### src/period_timer_pkg.sv
package period_timer_pkg;

  // Register bus geometry
  localparam int ADDR_W = 3;
  localparam int DATA_W = 8;

  // Register offsets
  localparam logic [2:0] OFS_CONTROL = 3'h0;
  localparam logic [2:0] OFS_PERIOD = 3'h1;
  localparam logic [2:0] OFS_COUNT = 3'h2;
  localparam logic [2:0] OFS_STATUS = 3'h3;

  // Control register layout: bit 7 enable, bits 6:5 clock select, bits 4:0 mode
  typedef struct packed {
    logic on;
    logic [1:0] clk_sel;
    logic [4:0] mode;
  } timer_control_reg_s;

  // Status register bit positions
  localparam int STAT_ON_SYNC = 0;
  localparam int STAT_RUNNING = 1;
  localparam int STAT_ERS = 2;
  localparam int STAT_ARMED = 3;
  localparam int STAT_DONE = 4;

  // Reset values
  localparam timer_control_reg_s CONTROL_RESET = '{on: 1'b0, clk_sel: 2'h0, mode: 5'h00};
  localparam logic [7:0] PERIOD_RESET = 8'hFF;
  localparam logic [7:0] COUNT_RESET = 8'h00;

  // Mode classes in mode[4:3]
  localparam logic [1:0] CLASS_FREE = 2'h0;
  localparam logic [1:0] CLASS_ONESHOT = 2'h1;
  localparam logic [1:0] CLASS_MONO = 2'h2;

  // Low mode bits in mode[2:0]
  localparam logic [2:0] LOW_SW = 3'h0;
  localparam logic [2:0] LOW_RISE = 3'h1;
  localparam logic [2:0] LOW_FALL = 3'h2;
  localparam logic [2:0] LOW_ANY = 3'h3;
  localparam logic [2:0] LOW_EDGE_RISE = 3'h4;
  localparam logic [2:0] LOW_EDGE_FALL = 3'h5;
  localparam logic [2:0] LOW_LEVEL_LOW = 3'h6;
  localparam logic [2:0] LOW_LEVEL_HIGH = 3'h7;

  // Synchroniser depth in timer clocks
  localparam int SYNC_STAGES = 2;

endpackage

### src/period_timer_mode_control.sv
// What this block does
// - Software gate: count each timer clock while enable set, else hold.
// - Free-running: count equal to period returns to zero next timer clock.
// - Hardware gate: external signal also gates counting, high or low active.
// - Edge limit modes: chosen external edge resets the counter early.
// - After early edge reset, next period restarts two timer clocks later.
// - Level limit: counter held reset while external signal at reset level.
// - Level limit: external signal ignored while enable bit clear.
// - Level limit: reset on match or two clocks after reset level.
// - Level limit: resume after match or two clocks after release.
// - Software one shot: match resets counter and clears enable.
// - One shot: clearing enable pauses, setting resumes after the two-clock sync.
// - Edge start: after enable cleared, need enable and fresh edge.
// - Level one shot: clock after match clears enable, counter stops at zero.
// - Monostable: clock after match stops at zero; enable stays set in edge modes, level modes clear it.
// - Monostable low bits 001/010/011 rising/falling/any edge, 110/111 level; others reserved.
// - Enable and external signal synchronised over two timer clocks.
// - External triggers ignored while processor in debug mode.
//
// Local design decisions: the plain strobed port and the placing of the registers.
module period_timer_mode_control (
  // Clock and reset
  input wire logic ref_clk_in,
  input wire logic rstn_in,
  // Register port
  input wire logic [period_timer_pkg::ADDR_W-1:0] reg_addr_in,
  input wire logic [period_timer_pkg::DATA_W-1:0] reg_wdata_in,
  input wire logic reg_write_in,
  input wire logic reg_read_in,
  output logic [period_timer_pkg::DATA_W-1:0] reg_rdata_out,
  // External signals
  input wire logic ext_reset_signal_in,
  input wire logic debug_mode_in,
  // Timer outputs
  output logic [7:0] count_value_out,
  output logic period_match_out,
  output logic running_out
);
  import period_timer_pkg::*;

  timer_control_reg_s control;
  logic [7:0] period_value;
  logic [7:0] count_value;
  logic [2:0] div_count;
  logic tick;
  logic on_meta;
  logic on_sync;
  logic ers_meta;
  logic ers_sync;
  logic ers_q;
  logic ers_prev;
  logic armed;
  logic done;
  logic rise;
  logic fall;
  logic [1:0] mclass;
  logic [2:0] low;
  logic match;
  logic run;
  logic zero_now;
  logic hold_zero;
  logic start_edge;
  logic hw_clear_on;
  logic next_armed;
  logic next_done;
  logic wr_control;
  logic wr_period;
  logic wr_count;

  // Divider mask for the selected timer clock rate
  // A tick fires when the low divider bits are all ones, so each rate
  // sees exactly one tick per divided period with no extra state.
  function automatic logic [2:0] div_mask(input logic [1:0] sel);
    case (sel)
      2'h0: div_mask = 3'h0;
      2'h1: div_mask = 3'h1;
      2'h2: div_mask = 3'h3;
      default: div_mask = 3'h7;
    endcase
  endfunction

  // Edge qualifier shared by start and reset decoding
  function automatic logic edge_hit(input logic [2:0] sel, input logic r, input logic f);
    case (sel)
      LOW_RISE, LOW_EDGE_RISE, LOW_LEVEL_LOW: edge_hit = r;
      LOW_FALL, LOW_EDGE_FALL, LOW_LEVEL_HIGH: edge_hit = f;
      LOW_ANY: edge_hit = r | f;
      default: edge_hit = 1'b0;
    endcase
  endfunction

  // Level-reset decode shared by limit, one shot and monostable classes;
  // the high-reset encoding resets on a high level, all others on low
  function automatic logic at_reset_level(input logic [2:0] sel, input logic lvl);
    at_reset_level = (lvl == (sel == LOW_LEVEL_HIGH));
  endfunction

  assign wr_control = reg_write_in && (reg_addr_in == OFS_CONTROL);
  assign wr_period = reg_write_in && (reg_addr_in == OFS_PERIOD);
  assign wr_count = reg_write_in && (reg_addr_in == OFS_COUNT);
  assign mclass = control.mode[4:3];
  assign low = control.mode[2:0];
  assign tick = ((div_count & div_mask(control.clk_sel)) == div_mask(control.clk_sel));
  assign rise = ers_q & ~ers_prev;
  assign fall = ~ers_q & ers_prev;
  assign match = (count_value == period_value);

  // Timer clock divider; every slower rate is a one-cycle enable
  // Free-running from reset: after a rate change the first tick may come
  // early, which only shortens the first timer clock.
  always_ff @(posedge ref_clk_in or negedge rstn_in) begin
    if (!rstn_in) begin
      div_count <= 3'h0;
    end else begin
      div_count <= div_count + 3'h1;
    end
  end

  // Two-stage sync on timer clock
  // Counting sees the enable two ticks late, while a read of the control
  // register returns the raw bit at once; status shows the synced copy.
  always_ff @(posedge ref_clk_in or negedge rstn_in) begin
    if (!rstn_in) begin
      on_meta <= 1'b0;
      on_sync <= 1'b0;
      ers_meta <= 1'b0;
      ers_sync <= 1'b0;
    end else if (tick) begin
      on_meta <= control.on;
      on_sync <= on_meta;
      ers_meta <= ext_reset_signal_in;
      ers_sync <= ers_meta;
    end
  end

  // Debug freezes trigger
  // The previous copy keeps moving during debug, so a level change made
  // while frozen shows up as one edge once debug ends.
  always_ff @(posedge ref_clk_in or negedge rstn_in) begin
    if (!rstn_in) begin
      ers_q <= 1'b0;
      ers_prev <= 1'b0;
    end else if (tick && !debug_mode_in) begin
      ers_q <= ers_sync;
      ers_prev <= ers_q;
    end else if (tick) begin
      ers_prev <= ers_q;
    end
  end

  // Mode decode: run gate, forced zero, start edge, hardware enable clear
  // Reserved encodings fall to the default branches and never count,
  // so software that writes one simply sees a stopped timer.
  always_comb begin
    run = 1'b0;
    zero_now = 1'b0;
    hold_zero = 1'b0;
    start_edge = 1'b0;
    hw_clear_on = 1'b0;
    next_armed = armed;
    next_done = done;
    case (mclass)
      CLASS_FREE: begin
        case (low)
          LOW_SW: run = on_sync;
          LOW_RISE: run = on_sync & ers_q;
          LOW_FALL: run = on_sync & ~ers_q;
          LOW_LEVEL_LOW, LOW_LEVEL_HIGH: begin
            hold_zero = on_sync & at_reset_level(low, ers_q);
            run = on_sync & ~hold_zero;
          end
          default: begin
            run = on_sync;
            zero_now = on_sync & edge_hit(low, rise, fall);
          end
        endcase
      end
      CLASS_ONESHOT: begin
        if (low == LOW_SW) begin
          run = on_sync & ~done;
        end else begin
          start_edge = on_sync & ~armed & ~done & edge_hit(low, rise, fall);
          run = on_sync & (armed | start_edge) & ~done;
          if (low == LOW_EDGE_RISE || low == LOW_EDGE_FALL) begin
            zero_now = armed & on_sync & edge_hit(low, rise, fall);
          end else if (low == LOW_LEVEL_LOW || low == LOW_LEVEL_HIGH) begin
            hold_zero = at_reset_level(low, ers_q);
            run = run & ~hold_zero;
          end
        end
        if (run && match) begin
          hw_clear_on = 1'b1;
          next_done = 1'b1;
          next_armed = 1'b0;
        end else if (start_edge) begin
          next_armed = 1'b1;
        end
      end
      CLASS_MONO: begin
        case (low)
          LOW_RISE, LOW_FALL, LOW_ANY: begin
            start_edge = on_sync & ~armed & edge_hit(low, rise, fall);
            run = on_sync & (armed | start_edge);
            if (run && match) begin
              next_armed = 1'b0;
            end else if (start_edge) begin
              next_armed = 1'b1;
            end
          end
          LOW_LEVEL_LOW, LOW_LEVEL_HIGH: begin
            hold_zero = at_reset_level(low, ers_q);
            run = on_sync & ~done & ~hold_zero;
            if (run && match) begin
              hw_clear_on = 1'b1;
              next_done = 1'b1;
            end
          end
          default: run = 1'b0;
        endcase
      end
      default: run = 1'b0;
    endcase
    if (!on_sync) begin
      next_armed = 1'b0;
      next_done = 1'b0;
    end
  end

  // Edge-start and completion state, stepped on timer clocks
  always_ff @(posedge ref_clk_in or negedge rstn_in) begin
    if (!rstn_in) begin
      armed <= 1'b0;
      done <= 1'b0;
    end else if (tick) begin
      armed <= next_armed;
      done <= next_done;
    end
  end

  // Counter; a bus write to the count register takes priority
  // A loaded value above the period runs through 8'hFF and wraps before
  // the next match; software must keep count at or below period.
  always_ff @(posedge ref_clk_in or negedge rstn_in) begin
    if (!rstn_in) begin
      count_value <= COUNT_RESET;
    end else if (wr_count) begin
      count_value <= reg_wdata_in;
    end else if (tick) begin
      if (zero_now || hold_zero) begin
        count_value <= 8'h00;
      end else if (run && match) begin
        count_value <= 8'h00;
      end else if (run) begin
        count_value <= count_value + 8'h01;
      end
    end
  end

  // Control register; a software write in the same cycle beats the hardware clear
  // A write in the very cycle a one shot ends keeps enable set, but done stays
  // set, so the timer stays stopped and the readback misses that completion.
  always_ff @(posedge ref_clk_in or negedge rstn_in) begin
    if (!rstn_in) begin
      control <= CONTROL_RESET;
    end else if (wr_control) begin
      control <= timer_control_reg_s'(reg_wdata_in);
    end else if (tick && hw_clear_on) begin
      control.on <= 1'b0;
    end
  end

  // Period register, written only by software
  always_ff @(posedge ref_clk_in or negedge rstn_in) begin
    if (!rstn_in) begin
      period_value <= PERIOD_RESET;
    end else if (wr_period) begin
      period_value <= reg_wdata_in;
    end
  end

  // Read data stands only in the cycle after the strobe
  always_ff @(posedge ref_clk_in or negedge rstn_in) begin
    if (!rstn_in) begin
      reg_rdata_out <= 8'h00;
    end else if (reg_read_in) begin
      case (reg_addr_in)
        OFS_CONTROL: reg_rdata_out <= control;
        OFS_PERIOD: reg_rdata_out <= period_value;
        OFS_COUNT: reg_rdata_out <= count_value;
        OFS_STATUS: begin
          reg_rdata_out <= 8'h00;
          reg_rdata_out[STAT_ON_SYNC] <= on_sync;
          reg_rdata_out[STAT_RUNNING] <= run;
          reg_rdata_out[STAT_ERS] <= ers_q;
          reg_rdata_out[STAT_ARMED] <= armed;
          reg_rdata_out[STAT_DONE] <= done;
        end
        default: reg_rdata_out <= 8'h00;
      endcase
    end else begin
      reg_rdata_out <= 8'h00;
    end
  end

  // Registered timer outputs
  // The count output trails the internal counter by one cycle, so a match
  // pulse stands beside the count value that caused it.
  always_ff @(posedge ref_clk_in or negedge rstn_in) begin
    if (!rstn_in) begin
      period_match_out <= 1'b0;
      running_out <= 1'b0;
      count_value_out <= COUNT_RESET;
    end else begin
      period_match_out <= tick & run & match;
      running_out <= run;
      count_value_out <= count_value;
    end
  end

endmodule // period_timer_mode_control

### config.mk
export PLATFORM = sky130hd
export DESIGN_NAME = period_timer_mode_control
export DESIGN_NICKNAME = d
export VERILOG_FILES = /design/src/period_timer_pkg.sv /design/src/period_timer_mode_control.sv
export SDC_FILE = /design/constraint.sdc
export NUM_CORES = 1
export LEC_CHECK = 0
export BUFFER_PORTS_ARGS = -buffer_cell sky130_fd_sc_hd__buf_4
export CORE_ASPECT_RATIO = 1.5
export CORE_MARGIN = 10
export CORE_UTILIZATION = 54
export CTS_BUF_LIST = sky130_fd_sc_hd__clkbuf_4
export CTS_CLUSTER_DIAMETER = 40
export DETAILED_ROUTE_END_ITERATION = 6
export PLACE_DENSITY = 0.79
export SLEW_MARGIN = 0
export SYNTH_ARGS = -nofsm -noshare
export SYNTH_HDL_FRONTEND = slang
export SYNTH_SLANG_ARGS = --single-unit
### constraint.sdc
create_clock -name ref_clk_in -period 2.2 [get_ports ref_clk_in]
set_input_delay 0.11 -clock ref_clk_in [delete_from_list [all_inputs] [get_ports ref_clk_in]]
set_output_delay 0.11 -clock ref_clk_in [all_outputs]
set_load 0.01 [all_outputs]
; ---- Yosys cells after proc, flatten, opt, wreduce, memory -nomap -nowiden
; Cells that the tools add are included.
[totals]
register_bits = 53
output_inout_bits = 18
input_bits = 17
[classes]
bitwise_logic = 31
reduce_logical = 29
addsub = 2
n_mux = 57
eq_ne = 24
[ops]
columns = cell, count
row1 = $mux 8, 6
row2 = $mux 1, 40
row3 = $pmux 8 s4, 1
row4 = $and 1x1->1, 21
row5 = $eq 3x2->1 const B, 4
row6 = $eq 3x3->1 const B, 4
row7 = $pmux 1 s3, 4
row8 = $pmux 1 s2, 5
row9 = $reduce_and 5->1, 2
row10 = $logic_and 1x1->1, 9
row11 = $ne 3x3->1 const B, 3
row12 = $pmux 3 s3, 1
row13 = $reduce_or 3->1, 3
row14 = $add 8x1->8 const B, 1
row15 = $eq 8x8->1, 1
row16 = $ne 4x4->1 const B, 2
row17 = $eq 3x1->1 const B, 2
row18 = $logic_not 3->1, 2
row19 = $not 1->1, 6
row20 = $reduce_bool 2->1, 3
row21 = $reduce_or 5->1, 1
row22 = $eq 2x1->1 const B, 2
row23 = $eq 2x2->1 const B, 2
row24 = $logic_not 2->1, 2
row25 = other kinds (12), 16

; ---- Logic depth before layout (Yosys ltp)
[logic_depth]
ltp_word = 21
ltp_mapped = 11
depth_no_buf = 9

; ---- Worst setup path after synthesis
; OpenSTA, ideal clock, no wires.
[synth_path]
path_kind = register to register
from = reg ers_q
to = reg count_value[1]
path_stages_with_launch = 11
path_slack_ns = -0.145
n_path_buf = 1
t_arrival_ns = 2.218
path_cell_list = dfrtp_1 -> buf_2 -> inv_1 -> ha_1 -> nand2b_1 -> a21oi_1 -> o31ai_1 -> a311oi_2 -> o21ai_1 -> nand2_2 -> mux2_1
[synth_via]
elab_chain_len = 21
elab_cells_between_ends = 57
classes_between = eq/ne (1) / mux (31) / bitwise (21) / reduce/logical (4)
[synth_lines]
columns = item, line_no
row1 = start: declaration, period_timer_mode_control.sv:50  ; logic ers_q;
row2 = start signal: assignment, period_timer_mode_control.sv:144  ; ers_q <= ers_sync;
row3 = $not 1->1, "period_timer_mode_control.sv:105, period_timer_mode_control.sv:167"
row4 = $and 1x1->1, period_timer_mode_control.sv:105  ; assign fall = ~ers_q & ers_prev;
row5 = $or 1x1->1, period_timer_mode_control.sv:87  ; LOW_ANY: edge_hit = r | f;
row6 = $pmux 1 s3, period_timer_mode_control.sv:84  ; case (sel)
row7 = $mux 1, period_timer_mode_control.sv:179  ; if (low == LOW_SW) begin
row8 = $mux 1, period_timer_mode_control.sv:162  ; case (mclass)
row9 = $and 1x1->1, period_timer_mode_control.sv:182  ; start_edge = on_sync & ~armed & ~done & edge_hit(low, rise, fall);
row10 = $or 1x1->1, period_timer_mode_control.sv:183  ; run = on_sync & (armed | start_edge) & ~done;
row11 = (+6 left out), --
row12 = $mux 1, period_timer_mode_control.sv:162
row13 = $pmux 1 s3 *, period_timer_mode_control.sv:162
row14 = named net run, period_timer_mode_control.sv:59  ; logic run;
row15 = $logic_and 1x1->1, period_timer_mode_control.sv:251  ; end else if (run && match) begin
row16 = $mux 8, period_timer_mode_control.sv:251
row17 = $mux 8, period_timer_mode_control.sv:249  ; if (zero_now || hold_zero) begin
row18 = $mux 8, period_timer_mode_control.sv:248  ; end else if (tick) begin
row19 = $mux 8, period_timer_mode_control.sv:246  ; end else if (wr_count) begin
row20 = end signal: assignment, period_timer_mode_control.sv:247  ; count_value <= reg_wdata_in;
row21 = end signal: assignment, period_timer_mode_control.sv:254  ; count_value <= count_value + 8'h01;
row22 = end: declaration, period_timer_mode_control.sv:43  ; logic [7:0] count_value;
; The timed path passes the listed nets; every way through them passes the cells marked *. The select of a mux whose other input is x is not followed.
; A chain may end at the register's enable or synchronous reset.

; ---- Worst setup path after layout
[layout_path]
from = reg ers_q
to = reg reg_rdata_out[1] in the netlist's numbering
[layout_via]
elab_chain_len = 18
elab_cells_between_ends = 34
classes_between = eq/ne (1) / mux (14) / bitwise (19)
[layout_lines]
columns = item, line_no
row1 = $not 1->1, "period_timer_mode_control.sv:105, period_timer_mode_control.sv:167"
row2 = $and 1x1->1, period_timer_mode_control.sv:105
row3 = $or 1x1->1, period_timer_mode_control.sv:87
row4 = $pmux 1 s3, period_timer_mode_control.sv:84
row5 = $mux 1, period_timer_mode_control.sv:179
row6 = $mux 1, period_timer_mode_control.sv:162
row7 = $and 1x1->1, period_timer_mode_control.sv:182
row8 = $or 1x1->1, period_timer_mode_control.sv:183
row9 = (+3 left out), --
row10 = $mux 1, period_timer_mode_control.sv:186  ; end else if (low == LOW_LEVEL_LOW || low == LOW_LEVEL_HIGH) begin
row11 = $mux 1, period_timer_mode_control.sv:184  ; if (low == LOW_EDGE_RISE || low == LOW_EDGE_FALL) begin
row12 = $mux 1, period_timer_mode_control.sv:179
row13 = $mux 1, period_timer_mode_control.sv:162
row14 = $pmux 1 s3 *, period_timer_mode_control.sv:162
row15 = named net run, period_timer_mode_control.sv:59
row16 = $pmux 8 s4 *, period_timer_mode_control.sv:286  ; case (reg_addr_in)
row17 = $mux 8 *, period_timer_mode_control.sv:285  ; end else if (reg_read_in) begin
row18 = end signal: assignment, period_timer_mode_control.sv:287  ; OFS_CONTROL: reg_rdata_out <= control;
row19 = end signal: assignment, period_timer_mode_control.sv:288  ; OFS_PERIOD: reg_rdata_out <= period_value;
row20 = end signal: assignment, period_timer_mode_control.sv:289  ; OFS_COUNT: reg_rdata_out <= count_value;
row21 = end: declaration, period_timer_mode_control.sv:30  ; output logic [period_timer_pkg::DATA_W-1:0] reg_rdata_out,
; Marked as above.

==> reports/results.tsv <==
metric	value	unit
status	finished, violations left	
failing checks	setup timing	
Core Area	5120	um2
syn nets	295	
crit path time final	2350	ps
WL/cell	18.3	um
vias in the first global route	2574	
CP Data Required Time	2460	ps
Max Cap Violations	0	
htree depth	2	
top cells by area, synth	dfrtp_1 39%, dfstp_2 7.4%, mux2_2 4.7%	
Sink Count	53	
critical path fanouts, max	5	
Worst Skew	15.5	ps
Clock Tree Buf Depth	2	
crit start category	flop	
largest stage delay on the critical path	480	ps
number of diodes	0	
Top-Level Pins	35	
Data arrival, critical path	2620	ps
commonest register cell after synthesis	dfrtp_1	
average via count per standard cell	5.79	
Final WS setup	-155	ps
Least-Margin Pin Slew	645	ps
FILL cells	375	
Area Growth Syn to Fin	32.9	%
worst-path cell chain	buf_6, xnor2_2, o31a_1, a221oi_2, a311oi_2, buf_4, mux4_2, nor2b_1	
nets@finish	379	
Synth cell types	56	
post-synth top area share	39.4	%
Synth Warn #	0	
wirelength, routed	7730	um
Design Area, Final	3800	um2
DRC	0	
Mapped Cells	270	
pre-CTS WS	-165	ps
Synth top cells by count	45 x dfrtp_1, 28 x nand2_1, 19 x o21ai_0	
Bufs and invs on worst path	2	
Post-Syn Area per Cell	10.6	um2
period utilisation layout	107	%
Slew Limit Fails	0	
Crit-path slowest cell	dfrtp_2	
initial antenna violation count	0	
cell family contributing the most delay on the critical path	compound AO/OA/AOI/OAI gates	
DR vias	2449	
RSZ-0062 raised after global routing	yes	
async set-reset flop share out of synthesis	100	%
TritonCTS buffer count	5	
worst skew pair latency	380	ps
clock transition at the registers of the reported paths	150	ps
Yosys top cell by area	dfrtp_1	
Setup CP Type	reg -> reg	
Highest Clock Rate	0.425	GHz
Post-synth EDFFs	0	
grt total ovfl	0	
die area	8660	um2
Rel. slew slack	57.0	%
Pre-antenna DRT Iters	4	
die span in y	109	um
setup tns final	-934	ps
GRT Total Usage	18.3	%
CTS tree	yes	
Final Setup Violations	10	
final antenna-violating net count	0	
Syn Std Cell Area	2860	um2
DR iter-0 viols	197	
die width	79.4	um
largest net degree at the start of global routing	54	
final hold violation count	0	
total power	3.74	mW
Initial Util	55.8	%
first-pass GRT wire length	12500	um
Seq cells post-synth	53	
P_leak	1.73	nW
worst vdd ir	721	uV
hpwl dp	5830	um
fraction of layout cells with a size suffix above 1	43.1	%
# port buffers	34	
clock root buffer	clkbuf_4	
Final GP Congestion	0.925	
row cnt	32	
HP Class	in -> reg	
Worst setup EP type	flop	
placed cell area	3480	um2
post-synthesis sequential area ratio	46.7	%
power density over the cells	984	nW/um2
most common cell in the netlist	dfrtp_1	
==> final cells by class <==
class                      count  area (um2)  share of cell area (%)
multi-input combinational    192        1560                    40.9
sequential                    53        1340                    35.3
timing repair buffer          91         719                    18.9
tap                           68        85.1                    2.24
inverter                      11        41.3                    1.09
clock buffer                   5        37.5                   0.988
clock inverter                 3        21.3                   0.560
==> flip-flops by register name, summed over array words and instances, names as in the netlist, 3 cells and up <==
signal	count
control	8
count_value	8
count_value_out	8
period_value	8
reg_rdata_out	8
div_count	3
==> where the power goes <==
group	leakage, nW	switching (mW)	total [mW]	internal [mW]
sequential	0.664	0.224	1.47	1.24
combinational	1.04	0.873	1.83	0.954
clock	0.0332	0.319	0.447	0.128
total	1.73	1.42	3.74	2.32
==> worst paths after layout <==
kind / startpoint / cells after the start / slack, ps / endpoint
max reg2reg: ers_q / 8 / -150 / reg_rdata_out[1]
min in group asynchronous: rstn_in / 2 / 280 / div_count[0]
max: ers_q / 8 / -150 / reg_rdata_out[1]
min reg2reg: div_count[2] / 1 / 480 / div_count[2]
min: debug_mode_in / 3 / 90 / ers_q
max in group asynchronous: rstn_in / 2 / 1440 / control[0]
==> through the flow <==
step	instances	util, %	hold WS (ps)
2_1_floorplan	270	-	-186
3_3_place_gp	397	67.9	175
3_5_place_dp	397	67.9	179
4_1_cts	418	72.0	78.5
5_1_grt	423	74.1	80.8
6_report	423	74.1	87.0
==> worst reg2reg max path, cell delays in order (launching register included) <==
cell and delay, ps:
dfrtp_2 480, buf_6 150, xnor2_2 120, o31a_1 290, a221oi_2 240, a311oi_2 200
buf_4 190, mux4_2 460, nor2b_1 150
==> repair_timing <==
item / 4_1_cts / 5_1_grt
hold endpoints to repair: 62 / 0
pin swaps: 10 / 9
endpoints found under the setup margin: 11 / 13
gates cloned: 0 / 0
setup buffers: 3 / 5
hold buffers: 10 / 0
gates resized for setup: 11 / 16
==> layer usage <==
metal  global-route usage [%]  wire length (um)  vias up
met1                     19.4              2870     1220
met2                     34.5              4410       67
met5                        0                 0        -
met3                     2.80               248       15
met4                     8.23               200        0
li1                         -                 -     1147
==> kinds of logic (layout without fill, tap and decap cells) <==
kind of cell | after synthesis | in the layout | synth area share, %
xor+xnor | 11 | 11 | 3.37
simple gates | 80 | 80 | 13.9
mux | 25 | 25 | 10.2
fa+ha+maj | 8 | 8 | 3.50
flops | 53 | 53 | 46.7
compound gates | 68 | 68 | 18.2
buf+inv | 25 | 110 | 4.16
==> cell usage in the layout, fill, tap and decap left out, types with 9 or more instances in the layout <==
cell           Yosys  routed
buf_4              0      78
nor2_1            13      13
xnor2_1           10       9
o21ai_0           19      13
mux2i_1           10      10
nand2_1           28      28
dlygate4sd3_1      0      10
mux2_2            12      12
dfrtp_1           45      42
Power figures use the tool's default switching activity.
